==> src/gpf_pkg.sv <==
package gpf_pkg;
   // ************************************************************
   // Bus and port geometry
   // ************************************************************
   localparam int ADDR_W = 13;
   localparam int IDX_W = 11;
   localparam int NPORT = 11;
   localparam int PW = 8;

   // Port slots inside the packed pin vectors
   localparam int P2 = 0;
   localparam int P3 = 1;
   localparam int P4 = 2;
   localparam int P5 = 3;
   localparam int P6 = 4;
   localparam int P7 = 5;
   localparam int P8 = 6;
   localparam int PA = 7;
   localparam int PB = 8;
   localparam int PE = 9;
   localparam int PF = 10;

   // Implemented bits per port, slot 10 (F) down to slot 0 (2)
   localparam logic [NPORT-1:0][PW-1:0] PORT_MASK = {
      8'hff, 8'hff, 8'hff, 8'h7f, 8'h3f, 8'h01,
      8'hff, 8'hff, 8'hff, 8'hff, 8'hff};

   // ************************************************************
   // Register indices (byte address is four times the index)
   // ************************************************************
   localparam logic [NPORT-1:0][IDX_W-1:0] DATA_IDX = {
      11'h013, 11'h012, 11'h008, 11'h009, 11'h00b, 11'h004,
      11'h005, 11'h006, 11'h007, 11'h000, 11'h001};
   localparam logic [NPORT-1:0][IDX_W-1:0] DIR_IDX = {
      11'h0d3, 11'h0d2, 11'h608, 11'h609, 11'h60b, 11'h604,
      11'h605, 11'h606, 11'h607, 11'h600, 11'h601};
   localparam logic [IDX_W-1:0] IDX_EXT_PIN_CTRL1 = 11'h700;
   localparam logic [IDX_W-1:0] IDX_XFER_PIN_CTRL = 11'h701;
   localparam logic [IDX_W-1:0] IDX_BUS_CONFIG = 11'h702;
   localparam logic [IDX_W-1:0] IDX_PIN_STATUS = 11'h703;

   // ************************************************************
   // Field positions and reset values
   // ************************************************************
   localparam int EP1_AE_LSB = 0;
   localparam int EP1_ADDRESS_BIT24_ENABLE_BIT = 8;
   localparam int XP_SRC0_BIT = 0;
   localparam int XP_DST0_BIT = 1;
   localparam int BC_MODE_LSB = 0;
   localparam int BC_AREA_LSB = 2;
   localparam int ST_EXT_BIT = 0;
   localparam int ST_WIDE_BIT = 1;
   localparam logic [PW-1:0] DIR_RESET = 8'h00;
   localparam logic [8:0] EP1_RESET = 9'h000;
   localparam logic [1:0] XP_RESET = 2'h0;
   localparam logic [7:0] BC_RESET = 8'h00;

   // Mode encodings
   localparam logic [2:0] MD_SINGLE_CHIP = 3'h0;
   localparam logic [1:0] BM_FOLLOW_PINS = 2'h0;
   localparam logic [2:0] P7_SEL_PORT = 3'h0;
   localparam logic [2:0] P7_SEL_ADDR24 = 3'h4;
endpackage

==> src/gpf_port_top.sv <==
// The implementer's own choice: register access over APB.
`timescale 1ns/1ps
// Summary of operation
// - Input bit: data read returns pin level
// - Input bit: data write stores, pin undriven
// - Output bit: data read returns stored latch
// - Output bit: data write drives the pin
// - Each direction bit: 0 input, 1 output
// - Claimed pin goes to resource, else port
// - Port 2: data 16-23 on 16-bit bus
// - Port 3: data 24-31 in external mode
// - Ports 4,5: address 0-15 in external mode
// - Bus pins chosen from mode pins, settings
// - Port 6 bit-wise: enable picks address 16-23
// - Port 7 bit 0: port, address 24, end-of-transfer
// - Data latches unreset; absent bits not stored
module gpf_port_top
(
   input wire logic pclk,
   input wire logic presetn,
   input wire logic psel,
   input wire logic penable,
   input wire logic pwrite,
   input wire logic [gpf_pkg::ADDR_W-1:0] paddr,
   input wire logic [31:0] pwdata,
   output logic [31:0] prdata,
   output logic pready,
   output logic pslverr,
   input wire logic [2:0] operating_mode_pins,
   input wire logic [gpf_pkg::NPORT-1:0][gpf_pkg::PW-1:0] port_pin_in,
   output logic [gpf_pkg::NPORT-1:0][gpf_pkg::PW-1:0] port_pin_out,
   output logic [gpf_pkg::NPORT-1:0][gpf_pkg::PW-1:0] port_pin_oe,
   input wire logic [31:16] bus_data_out,
   input wire logic bus_data_oe,
   output logic [31:16] bus_data_in,
   input wire logic [24:0] bus_address,
   input wire logic bus_address_oe,
   input wire logic end_of_transfer_out_0
);
   // ************************************************************
   // Pin synchronisers
   // ************************************************************
   logic [2:0] md_s1_r;
   logic [2:0] md_s2_r;
   logic [gpf_pkg::NPORT-1:0][gpf_pkg::PW-1:0] pin_s1_r;
   logic [gpf_pkg::NPORT-1:0][gpf_pkg::PW-1:0] pin_s2_r;

   // Mode pins are asynchronous to pclk, two stages before any use
   always_ff @(posedge pclk or negedge presetn)
   begin
      if (!presetn)
      begin
         md_s1_r <= 3'h0;
         md_s2_r <= 3'h0;
      end
      else
      begin
         md_s1_r <= operating_mode_pins;
         md_s2_r <= md_s1_r;
      end
   end

   // Port pins likewise; only the second stage feeds logic
   always_ff @(posedge pclk or negedge presetn)
   begin
      if (!presetn)
      begin
         pin_s1_r <= '0;
         pin_s2_r <= '0;
      end
      else
      begin
         pin_s1_r <= port_pin_in;
         pin_s2_r <= pin_s1_r;
      end
   end

   // ************************************************************
   // APB access decode
   // ************************************************************
   logic [gpf_pkg::IDX_W-1:0] idx;
   logic access;
   logic wr_en;
   logic [gpf_pkg::NPORT-1:0] hit_data;
   logic [gpf_pkg::NPORT-1:0] hit_dir;
   logic hit_own;

   // Word index; byte lanes ignored, one register per word
   assign idx = paddr[gpf_pkg::ADDR_W-1:2];
   assign access = psel & penable & pready;
   assign wr_en = access & pwrite;

   // Per-port address match
   always_comb
   begin
      hit_data = '0;
      hit_dir = '0;
      for (int p = 0; p < gpf_pkg::NPORT; p++)
      begin
         hit_data[p] = (idx == gpf_pkg::DATA_IDX[p]);
         hit_dir[p] = (idx == gpf_pkg::DIR_IDX[p]);
      end
   end

   // Own control registers, one strobe each
   logic hit_ep1;
   logic hit_xp;
   logic hit_bc;
   logic hit_st;
   logic mapped;

   assign hit_ep1 = (idx == gpf_pkg::IDX_EXT_PIN_CTRL1);
   assign hit_xp = (idx == gpf_pkg::IDX_XFER_PIN_CTRL);
   assign hit_bc = (idx == gpf_pkg::IDX_BUS_CONFIG);
   assign hit_st = (idx == gpf_pkg::IDX_PIN_STATUS);
   // Status is read-only but still mapped, so it raises no error
   assign hit_own = hit_ep1 | hit_xp | hit_bc | hit_st;

   // Any known index; everything else answers with an error
   assign mapped = (|hit_data) | (|hit_dir) | hit_own;

   // ************************************************************
   // Port data latches and direction registers
   // ************************************************************
   wire [gpf_pkg::NPORT-1:0][gpf_pkg::PW-1:0] latch;
   wire [gpf_pkg::NPORT-1:0][gpf_pkg::PW-1:0] dir;

   genvar gp;
   genvar gb;
   generate
      for (gp = 0; gp < gpf_pkg::NPORT; gp++)
      begin : g_port
         for (gb = 0; gb < gpf_pkg::PW; gb++)
         begin : g_bit
            if (gpf_pkg::PORT_MASK[gp][gb])
            begin : g_impl
               logic latch_q;
               logic dir_q;
               // Latch holds no reset value; stored in either direction
               always_ff @(posedge pclk)
               begin
                  if (wr_en && hit_data[gp])
                     latch_q <= pwdata[gb];
               end
               // Direction bit, one per pin
               always_ff @(posedge pclk or negedge presetn)
               begin
                  if (!presetn)
                     dir_q <= gpf_pkg::DIR_RESET[gb];
                  else if (wr_en && hit_dir[gp])
                     dir_q <= pwdata[gb];
               end
               assign latch[gp][gb] = latch_q;
               assign dir[gp][gb] = dir_q;
            end
            else
            begin : g_absent
               // No storage behind bits the port lacks
               assign latch[gp][gb] = 1'b0;
               assign dir[gp][gb] = 1'b0;
            end
         end
      end
   endgenerate

   // ************************************************************
   // Pin function control registers
   // ************************************************************
   logic [8:0] ext_pin_ctrl1_r;
   logic [1:0] xfer_pin_ctrl_r;
   logic [7:0] bus_config_r;

   // Address enables for ports 6 and 7
   always_ff @(posedge pclk or negedge presetn)
   begin
      if (!presetn)
         ext_pin_ctrl1_r <= gpf_pkg::EP1_RESET;
      else if (wr_en && hit_ep1)
         ext_pin_ctrl1_r <= pwdata[8:0];
   end

   // End-of-transfer source and destination enables
   always_ff @(posedge pclk or negedge presetn)
   begin
      if (!presetn)
         xfer_pin_ctrl_r <= gpf_pkg::XP_RESET;
      else if (wr_en && hit_xp)
         xfer_pin_ctrl_r <= pwdata[1:0];
   end

   // Bus mode bits and area width settings
   always_ff @(posedge pclk or negedge presetn)
   begin
      if (!presetn)
         bus_config_r <= gpf_pkg::BC_RESET;
      else if (wr_en && hit_bc)
         bus_config_r <= pwdata[7:0];
   end

   // ************************************************************
   // Operating mode and pin ownership
   // ************************************************************
   logic ext_bus;
   logic wide_bus;
   logic [2:0] p7_sel;
   logic [7:0] upper_address_enable_bits;
   logic p7_addr24;
   logic p7_eot;

   // Bus pins follow mode pins, bus mode bits and area widths only
   assign ext_bus = (md_s2_r != gpf_pkg::MD_SINGLE_CHIP) |
      (bus_config_r[gpf_pkg::BC_MODE_LSB +: 2] !=
       gpf_pkg::BM_FOLLOW_PINS);
   // Wide only when some area asks for a 16-bit bus
   assign wide_bus = ext_bus &
      (|bus_config_r[gpf_pkg::BC_AREA_LSB +: 6]);
   // Port 6 enables sit in the low byte
   assign upper_address_enable_bits =
      ext_pin_ctrl1_r[gpf_pkg::EP1_AE_LSB +: 8];
   // Select bits ordered address, source, destination
   assign p7_sel = {ext_pin_ctrl1_r[gpf_pkg::EP1_ADDRESS_BIT24_ENABLE_BIT],
                    xfer_pin_ctrl_r[gpf_pkg::XP_SRC0_BIT],
                    xfer_pin_ctrl_r[gpf_pkg::XP_DST0_BIT]};
   // All clear keeps the port; only 100 picks the address
   assign p7_addr24 = (p7_sel == gpf_pkg::P7_SEL_ADDR24);
   assign p7_eot = (p7_sel != gpf_pkg::P7_SEL_PORT) & ~p7_addr24;

   logic [gpf_pkg::NPORT-1:0][gpf_pkg::PW-1:0] own;
   logic [gpf_pkg::NPORT-1:0][gpf_pkg::PW-1:0] res_out;
   logic [gpf_pkg::NPORT-1:0][gpf_pkg::PW-1:0] res_oe;

   // Resource claims per pin; unclaimed pins stay ports
   always_comb
   begin
      own = '0;
      res_out = '0;
      res_oe = '0;
      // Port 2 carries data only on a wide bus
      if (wide_bus)
      begin
         own[gpf_pkg::P2] = 8'hff;
         res_out[gpf_pkg::P2] = bus_data_out[23:16];
         res_oe[gpf_pkg::P2] = {8{bus_data_oe}};
      end
      // Port 3 data, ports 4 and 5 low address
      if (ext_bus)
      begin
         own[gpf_pkg::P3] = 8'hff;
         res_out[gpf_pkg::P3] = bus_data_out[31:24];
         res_oe[gpf_pkg::P3] = {8{bus_data_oe}};
         own[gpf_pkg::P4] = 8'hff;
         own[gpf_pkg::P5] = 8'hff;
         res_out[gpf_pkg::P4] = bus_address[7:0];
         res_out[gpf_pkg::P5] = bus_address[15:8];
         res_oe[gpf_pkg::P4] = {8{bus_address_oe}};
         res_oe[gpf_pkg::P5] = {8{bus_address_oe}};
      end
      // Port 6 switches bit by bit, whatever the mode
      own[gpf_pkg::P6] = upper_address_enable_bits;
      res_out[gpf_pkg::P6] = bus_address[23:16];
      res_oe[gpf_pkg::P6] = {8{bus_address_oe}};
      // Any enable pattern other than the two named gives EOT out
      if (p7_addr24)
      begin
         own[gpf_pkg::P7][0] = 1'b1;
         res_out[gpf_pkg::P7][0] = bus_address[24];
         res_oe[gpf_pkg::P7][0] = bus_address_oe;
      end
      else if (p7_eot)
      begin
         own[gpf_pkg::P7][0] = 1'b1;
         res_out[gpf_pkg::P7][0] = end_of_transfer_out_0;
         res_oe[gpf_pkg::P7][0] = 1'b1;
      end
   end

   // ************************************************************
   // Pin drivers
   // ************************************************************
   logic [gpf_pkg::NPORT-1:0][gpf_pkg::PW-1:0] pin_out_nxt;
   logic [gpf_pkg::NPORT-1:0][gpf_pkg::PW-1:0] pin_oe_nxt;

   // Unclaimed pins carry the latch in either direction; the enable below gates the drive
   assign pin_out_nxt = ((own & res_out) | (~own & latch)) &
                        gpf_pkg::PORT_MASK;
   // Enable follows the owner, else the direction bit
   assign pin_oe_nxt = ((own & res_oe) | (~own & dir)) &
                       gpf_pkg::PORT_MASK;

   // Registered so pins never glitch on decode changes
   always_ff @(posedge pclk or negedge presetn)
   begin
      if (!presetn)
      begin
         port_pin_out <= '0;
         port_pin_oe <= '0;
      end
      else
      begin
         port_pin_out <= pin_out_nxt;
         port_pin_oe <= pin_oe_nxt;
      end
   end

   // Incoming bus data, already two stages from the pins
   always_ff @(posedge pclk or negedge presetn)
   begin
      if (!presetn)
         bus_data_in <= '0;
      else
         bus_data_in <= {pin_s2_r[gpf_pkg::P3], pin_s2_r[gpf_pkg::P2]};
   end

   // ************************************************************
   // Read data and handshake
   // ************************************************************
   logic [31:0] rdata_nxt;
   logic [gpf_pkg::NPORT-1:0][gpf_pkg::PW-1:0] port_view;

   // Output bits show the latch, input bits the synced pin
   assign port_view = ((dir & latch) | (~dir & pin_s2_r)) &
                      gpf_pkg::PORT_MASK;

   // Direction registers are write-only and read as zero
   always_comb
   begin
      rdata_nxt = 32'h0000_0000;
      for (int p = 0; p < gpf_pkg::NPORT; p++)
      begin
         if (hit_data[p])
            rdata_nxt[7:0] = port_view[p];
      end
      if (idx == gpf_pkg::IDX_EXT_PIN_CTRL1)
         rdata_nxt[8:0] = ext_pin_ctrl1_r;
      if (idx == gpf_pkg::IDX_XFER_PIN_CTRL)
         rdata_nxt[1:0] = xfer_pin_ctrl_r;
      if (idx == gpf_pkg::IDX_BUS_CONFIG)
         rdata_nxt[7:0] = bus_config_r;
      if (idx == gpf_pkg::IDX_PIN_STATUS)
      begin
         rdata_nxt[gpf_pkg::ST_EXT_BIT] = ext_bus;
         rdata_nxt[gpf_pkg::ST_WIDE_BIT] = wide_bus;
      end
   end

   // No wait state: ready rises the cycle after setup, for one cycle
   always_ff @(posedge pclk or negedge presetn)
   begin
      if (!presetn)
         pready <= 1'b0;
      else
         pready <= psel & ~penable & ~pready;
   end

   // Error flags an unmapped index alongside ready
   always_ff @(posedge pclk or negedge presetn)
   begin
      if (!presetn)
         pslverr <= 1'b0;
      else
         pslverr <= psel & ~penable & ~mapped;
   end

   // Data captured at setup and held until the next setup
   always_ff @(posedge pclk or negedge presetn)
   begin
      if (!presetn)
         prdata <= 32'h0000_0000;
      else if (psel && !penable)
         prdata <= pwrite ? 32'h0000_0000 : rdata_nxt;
   end
endmodule

==> config.mk <==
export PLATFORM = sky130hd
export DESIGN_NAME = gpf_port_top
export DESIGN_NICKNAME = d
export VERILOG_FILES = /design/src/gpf_pkg.sv /design/src/gpf_port_top.sv
export SDC_FILE = /design/constraint.sdc
export NUM_CORES = 1
export LEC_CHECK = 0
export BUFFER_PORTS_ARGS = -buffer_cell sky130_fd_sc_hd__buf_2
export CORE_ASPECT_RATIO = 1.75
export CORE_MARGIN = 8
export CORE_UTILIZATION = 40
export CTS_BUF_LIST = sky130_fd_sc_hd__clkbuf_16
export DETAILED_ROUTE_END_ITERATION = 12
export PLACE_DENSITY = 0.63
export SYNTH_ARGS = -nofsm -noshare
export SYNTH_HDL_FRONTEND = slang
export SYNTH_SLANG_ARGS = --single-unit
==> constraint.sdc <==
create_clock -name pclk -period 4.1 [get_ports pclk]
set_input_delay 0.205 -clock pclk [delete_from_list [all_inputs] [get_ports pclk]]
set_output_delay 0.205 -clock pclk [all_outputs]
set_load 0.01 [all_outputs]
* Word-level counts from Yosys, hierarchy flattened
Cells that the tools add are included. Widths: inputs -> output; s select.
Storage, ports and cells: flip-flop bits (word level) 563, bits in latches 0, RAM bits 0, ROM bits 0, output and inout port bits 226, memories 0
Operators by class: add/subtract/negate cells 0, $mul 0, divide/modulo/power cells 0, magnitude comparators 0, equality and inequality tests 26, shift operators 0, mux-type cells 27, bitwise logic cells 29, reduce and logical (&&, ||, !) cells 34
Operators with widths (number):
- $and 88x88->88 | 4
- $or 41x88->88 | 2
- $eq 11x11->1 const B | 13
- $mux 8 | 15
- $not 41->88 | 1
- $not 88->88 | 1
- $or 88x88->88 | 1
- $and 41x41->41 | 2
- $mux 24 | 3
- $eq 11x3->1 const B | 4
- $eq 11x4->1 const B | 3
- $logic_and 1x1->1 | 26
- $eq 11x5->1 const B | 2
- $eq 11x8->1 const B | 2
- $reduce_or 11->1 | 2
- $mux 9 | 2
- $eq 11x1->1 const B | 1
- $logic_not 11->1 | 1
- $and 1x1->1 | 8
- $or 1x1->1 | 6
- $reduce_bool 3->1 | 2
- $reduce_or 6->1 | 1
- $mux 1 | 5
- $mux 2 | 2
- 4 further kinds | 7

* Longest topological paths before layout
depth after elaboration 19, mapped depth 8, mapped depth without buffers 6

* Least setup slack after synthesis
Ideal clock, no wire load.
kind flip-flop to flip-flop, start point register md_s2_r[0], end point register port_pin_out[6] (netlist bit), setup time 0.125 ns, arrival time 1.935 ns, required time 3.975 ns, path slack 2.040 ns, stages on the path, launching flop included 7, buffers on the path 2, period minus slack after synthesis 2.060 ns, cells stage by stage dfrtp_1 or4_1 nor2_1 a31o_2 buf_2 buf_2 mux2_2
RTL lines:
- start, declared | RTL line gpf_port_top.sv:44 | logic [2:0] md_s2_r;
- start signal, assigned | RTL line gpf_port_top.sv:59 | md_s2_r <= md_s1_r;
- end signal, assigned | RTL line gpf_port_top.sv:300 | port_pin_out <= pin_out_nxt;
- end, declared | RTL line gpf_port_top.sv:31 | output logic [gpf_pkg::NPORT-1:0][gpf_pkg::PW-1:0] port_pin_out,

* Worst setup path after layout
start point register pready, end point register g_port[4].g_bit[7].g_impl.dir_q
On the way: cells in the longest elaborated chain, start to end 3
Ends and longest elaborated chain:
- start, declared | RTL line gpf_port_top.sv:27 | output logic pready,
- start signal, assigned | RTL line gpf_port_top.sv:352 | pready <= psel & ~penable & ~pready;
- $and 1x1->1 | RTL line gpf_port_top.sv:90 | assign access = psel & penable & pready;
- $and 1x1->1 | RTL line gpf_port_top.sv:91 | assign wr_en = access & pwrite;
- $logic_and 1x1->1 | RTL line gpf_port_top.sv:150 | else if (wr_en && hit_dir[gp])
- end signal, assigned | RTL line gpf_port_top.sv:149 | dir_q <= gpf_pkg::DIR_RESET[gb];
- end signal, assigned | RTL line gpf_port_top.sv:151 | dir_q <= pwdata[gb];
- end, declared | RTL line gpf_port_top.sv:138 | logic dir_q;
No other way between the ends. A chain may end at the register's enable or synchronous reset.

==> impl_metrics.csv <==
group,metric,value,unit
timing,setup_viol,0,
worst_hold_path,min_path_type,"in2reg",
cts,clkLatencyLatePin,570,ps
power,pwr_density_cell,447,nW/um^2
outcome,status,"finished, final reports clean",
floorplanning,dieArea,53500,sq um
placement,place.gp.congestion,0.912,
placement,io_buffers,332,
timing,relSlewSlack,38.0,%
yosys,postSynthCellCount,1180,
worst_hold_path,hold_start,"bus_address_oe",
layout,fillers,3869,
setup_path,r2r_slack,1650,ps
yosys,synth_common_cells,"dfrtp_1 (442), mux2_2 (168), edfxtp_1 (78), nand2_1 (57), mux2i_1 (46)",
yosys,synth-edff-count,78,
yosys,yosys.cell_count.top_type,"dfrtp_1",
placement,hpwl,41400,microns
detailed_routing,num_vias,11600,
yosys,yosysWarningCount,0,
floorplanning,fp.dieW,178,microns
placement,place_ws,1220,ps
setup_path,r2r_cells,5,
timing,finalCriticalPeriod,2450,ps
detailed_routing,drc_errors,0,
cts,cts_buffers,47,
cts,cts_hold_buf,126,
layout,final_nets,1846,
cts,htreeDepth,2,
floorplanning,fp-row-count,104,
setup_path,slowest_stage,"nor3_1",
yosys,ys_async_sr_fraction,85.0,%
setup_path,crit_family,"simple AND/OR/NAND/NOR gates",
timing,grt_setup_unrepaired,"false",
yosys,avgSynthCellArea,15.6,sq um
global_routing,antenna_found_initial,7,
cts,clk_pin_slew_worst_paths,70,ps
worst_hold_path,min_path_cells,3,
timing,hold_viol_final,0,
cts,clock_sinks,520,
cts,clk_path_buf_depth,3,
yosys,synth.area.top_cells,"dfrtp_1 (60%), edfxtp_1 (13%), mux2_2 (10%), mux2i_1 (2.5%), buf_4 (1.8%)",
detailed_routing,ant_nets,0,
yosys,ys.flop_type,"dfrtp_1",
power,leakagePower,10.9,nW
setup_path,path_buf_inv,1,
run,cap_viol_max_count,0,
placement,dp_cells,2069,
cts,cts_setup_buffers,0,
layout,syn_to_final_growth,27.5,%
worst_hold_path,whs_endpoint,"port_pin_oe[40]",
layout,utilization,51.4,%
setup_path,required,4540,ps
timing,maxSlewViolCount,0,
layout,drive_above_1_share,36.3,%
timing,timing.final.crit_share,59.7,%
yosys,ys_types,65,
timing,fmax,0.409,GHz
setup_path,slowest_delay,690,ps
global_routing,grt_pass1_wl,83800,microns
setup_path,rr_endpoint,"g_port[4].g_bit[7].g_impl.dir_q",
cts,cts.repair.resized,0,
setup_path,arrival,2890,ps
floorplanning,die_h,300,microns
yosys,synth_seq_cells,520,
floorplanning,core_area,45800,sq um
setup_path,crit_path_start_kind,"flop",
timing,worst_pin_slew,926,ps
timing,setup_ws,1650,ps
setup_path,crit_path_cell_trace,"nand4_1, buf_4, nor3_1, nand2_1, mux2_2",
floorplanning,pin_count,411,
yosys,yosysTopAreaCell,"dfrtp_1",
power,vdd_drop_max,512,uV
detailed_routing,drt_iter0_markers,658,
setup_path,crit_path_end_kind,"flop",
global_routing,overflow,0,
cts,root_buffer,"clkbuf_16",
yosys,yosysTopAreaCellShare,59.9,%
floorplanning,start_util,40.3,%
detailed_routing,first_pass_iters,5,
timing,setup_tns,0,ps
cts,cts_tree,"done",
detailed_routing,wl_per_cell,25.3,microns
global_routing,grt_pass1_vias,12900,
yosys,synth_area,18500,sq um
global_routing,track_usage,21.5,%
detailed_routing,drt_wl_total,57900,microns
global_routing,grt_max_degree,109,
yosys,yosysSeqAreaShare,72.6,%
detailed_routing,viasPerCell,5.09,
setup_path,crit_path_max_fanout,8,
timing,clock_skew,18.9,ps
layout,final_cells,2287,
setup_path,critPathKind,"reg2reg",
setup_path,regToRegStartpoint,"pready",
logic make-up (layout without fill, tap and decap cells):
family,count (synthesis),count (layout),share of synthesized area [%]
multiplexers,214,214,12.7
AO/OA/AOI/OAI,169,169,5.94
AND/OR/NAND/NOR,184,184,5.67
XOR/XNOR,1,1,0.0475
flip-flops,520,520,72.6
buffers and inverters,91,568,2.94
other,1,48,0.0203
registers in the layout, indices dropped and copies added, names as in the netlist:
| name | cells |
|---|---|
| md_s1_r | 3 |
| g_port.g_bit.g_impl.latch_q | 78 |
| md_s2_r | 3 |
| bus_data_in | 16 |
| pready | 1 |
| port_pin_out | 78 |
| port_pin_oe | 78 |
| prdata | 9 |
| g_port.g_bit.g_impl.dir_q | 78 |
| ext_pin_ctrl1_r | 9 |
| pin_s1_r | 78 |
| pslverr | 1 |
| pin_s2_r | 78 |
| xfer_pin_ctrl_r | 2 |
| bus_config_r | 8 |
power breakdown:
| part | internal [mW] | switching (mW) | leakage, nW | total (mW) |
|---|---|---|---|---|
| Sequential | 5.36 | 0.0450 | 6.23 | 5.41 |
| Clock | 2.57 | 1.92 | 0.799 | 4.49 |
| Combinational | 0.237 | 0.380 | 3.91 | 0.617 |
placed cells by master (no fill, tap or decap), types with 10 or more instances in the layout:
| master | synthesis | final |
|---|---|---|
| buf_2 | 13 | 331 |
| dlygate4sd3_1 | 0 | 126 |
| dfrtp_1 | 442 | 442 |
| conb_1 | 1 | 43 |
| mux2_2 | 168 | 168 |
| clkbuf_16 | 0 | 51 |
| a211oi_1 | 18 | 18 |
| a21o_1 | 24 | 24 |
| clkinv_1 | 2 | 12 |
| nor2b_1 | 17 | 17 |
| nand2_1 | 57 | 57 |
| mux2i_1 | 46 | 46 |
| o21ai_0 | 29 | 29 |
| edfxtp_1 | 78 | 78 |
| nand3_1 | 12 | 12 |
| nor2_1 | 35 | 34 |
| a21oi_1 | 43 | 43 |
| inv_1 | 2 | 10 |
| buf_4 | 45 | 16 |
| nor3_1 | 13 | 13 |
| a31oi_1 | 10 | 10 |
worst reg2reg max path: cells and delay by family (launching register included):
kind / cells / cell delay, ps
AND/OR/NAND/NOR: 3 / 1340
multiplexers: 1 / 420
flip-flops: 1 / 390
buffers and inverters: 1 / 190
worst max-delay path by stage:
stage | start | to | slack, ps | cells after the start
2_1_floorplan | md_s2_r[0] | port_pin_out[6] | 2040 | 6
3_3_place_gp | paddr[3] | g_port[10].g_bit[7].g_impl.latch_q | 1190 | 6
3_5_place_dp | paddr[3] | g_port[10].g_bit[7].g_impl.latch_q | 1220 | 6
4_1_cts | pready | g_port[4].g_bit[6].g_impl.dir_q | 1660 | 5
5_1_grt | paddr[3] | g_port[10].g_bit[4].g_impl.latch_q | 1600 | 6
6_report | pready | g_port[4].g_bit[7].g_impl.dir_q | 1650 | 5
through the flow:
stage               total power [mW]  cell area (sq um)  hold slack (ps)
floorplan                       5.71              18600            -90.6
finish                          10.5              23500              125
CTS                             10.6              23500              102
detailed placement              6.04              20700              314
global placement                6.03              20700              312
global route                    10.9              23500              110
layer usage:
layer  vias up  share of wire (%)  wire length (microns)  global-route usage, %
met5         -                  0                      0                      0
met4         0                4.7                   2720                   9.99
met3       118                5.7                   3310                   4.33
met2       426                 55                  31800                   40.1
met1      6002                 35                  20100                   22.5
li1       5093                  -                      -                      -
cell type report:
cell class,count,area [sq um],share of cell area [%]
Inverter,4,15.0,0.0638
Sequential cell,520,13400,57.0
Multi-Input combinational cell,611,4670,19.9
Clock buffer,51,1280,5.42
Clock inverter,36,310,1.32
Tap cell,583,729,3.10
Antenna cell,5,12.5,0.0532
Timing Repair Buffer,477,3110,13.2
(Power assumes the default switching activity.)
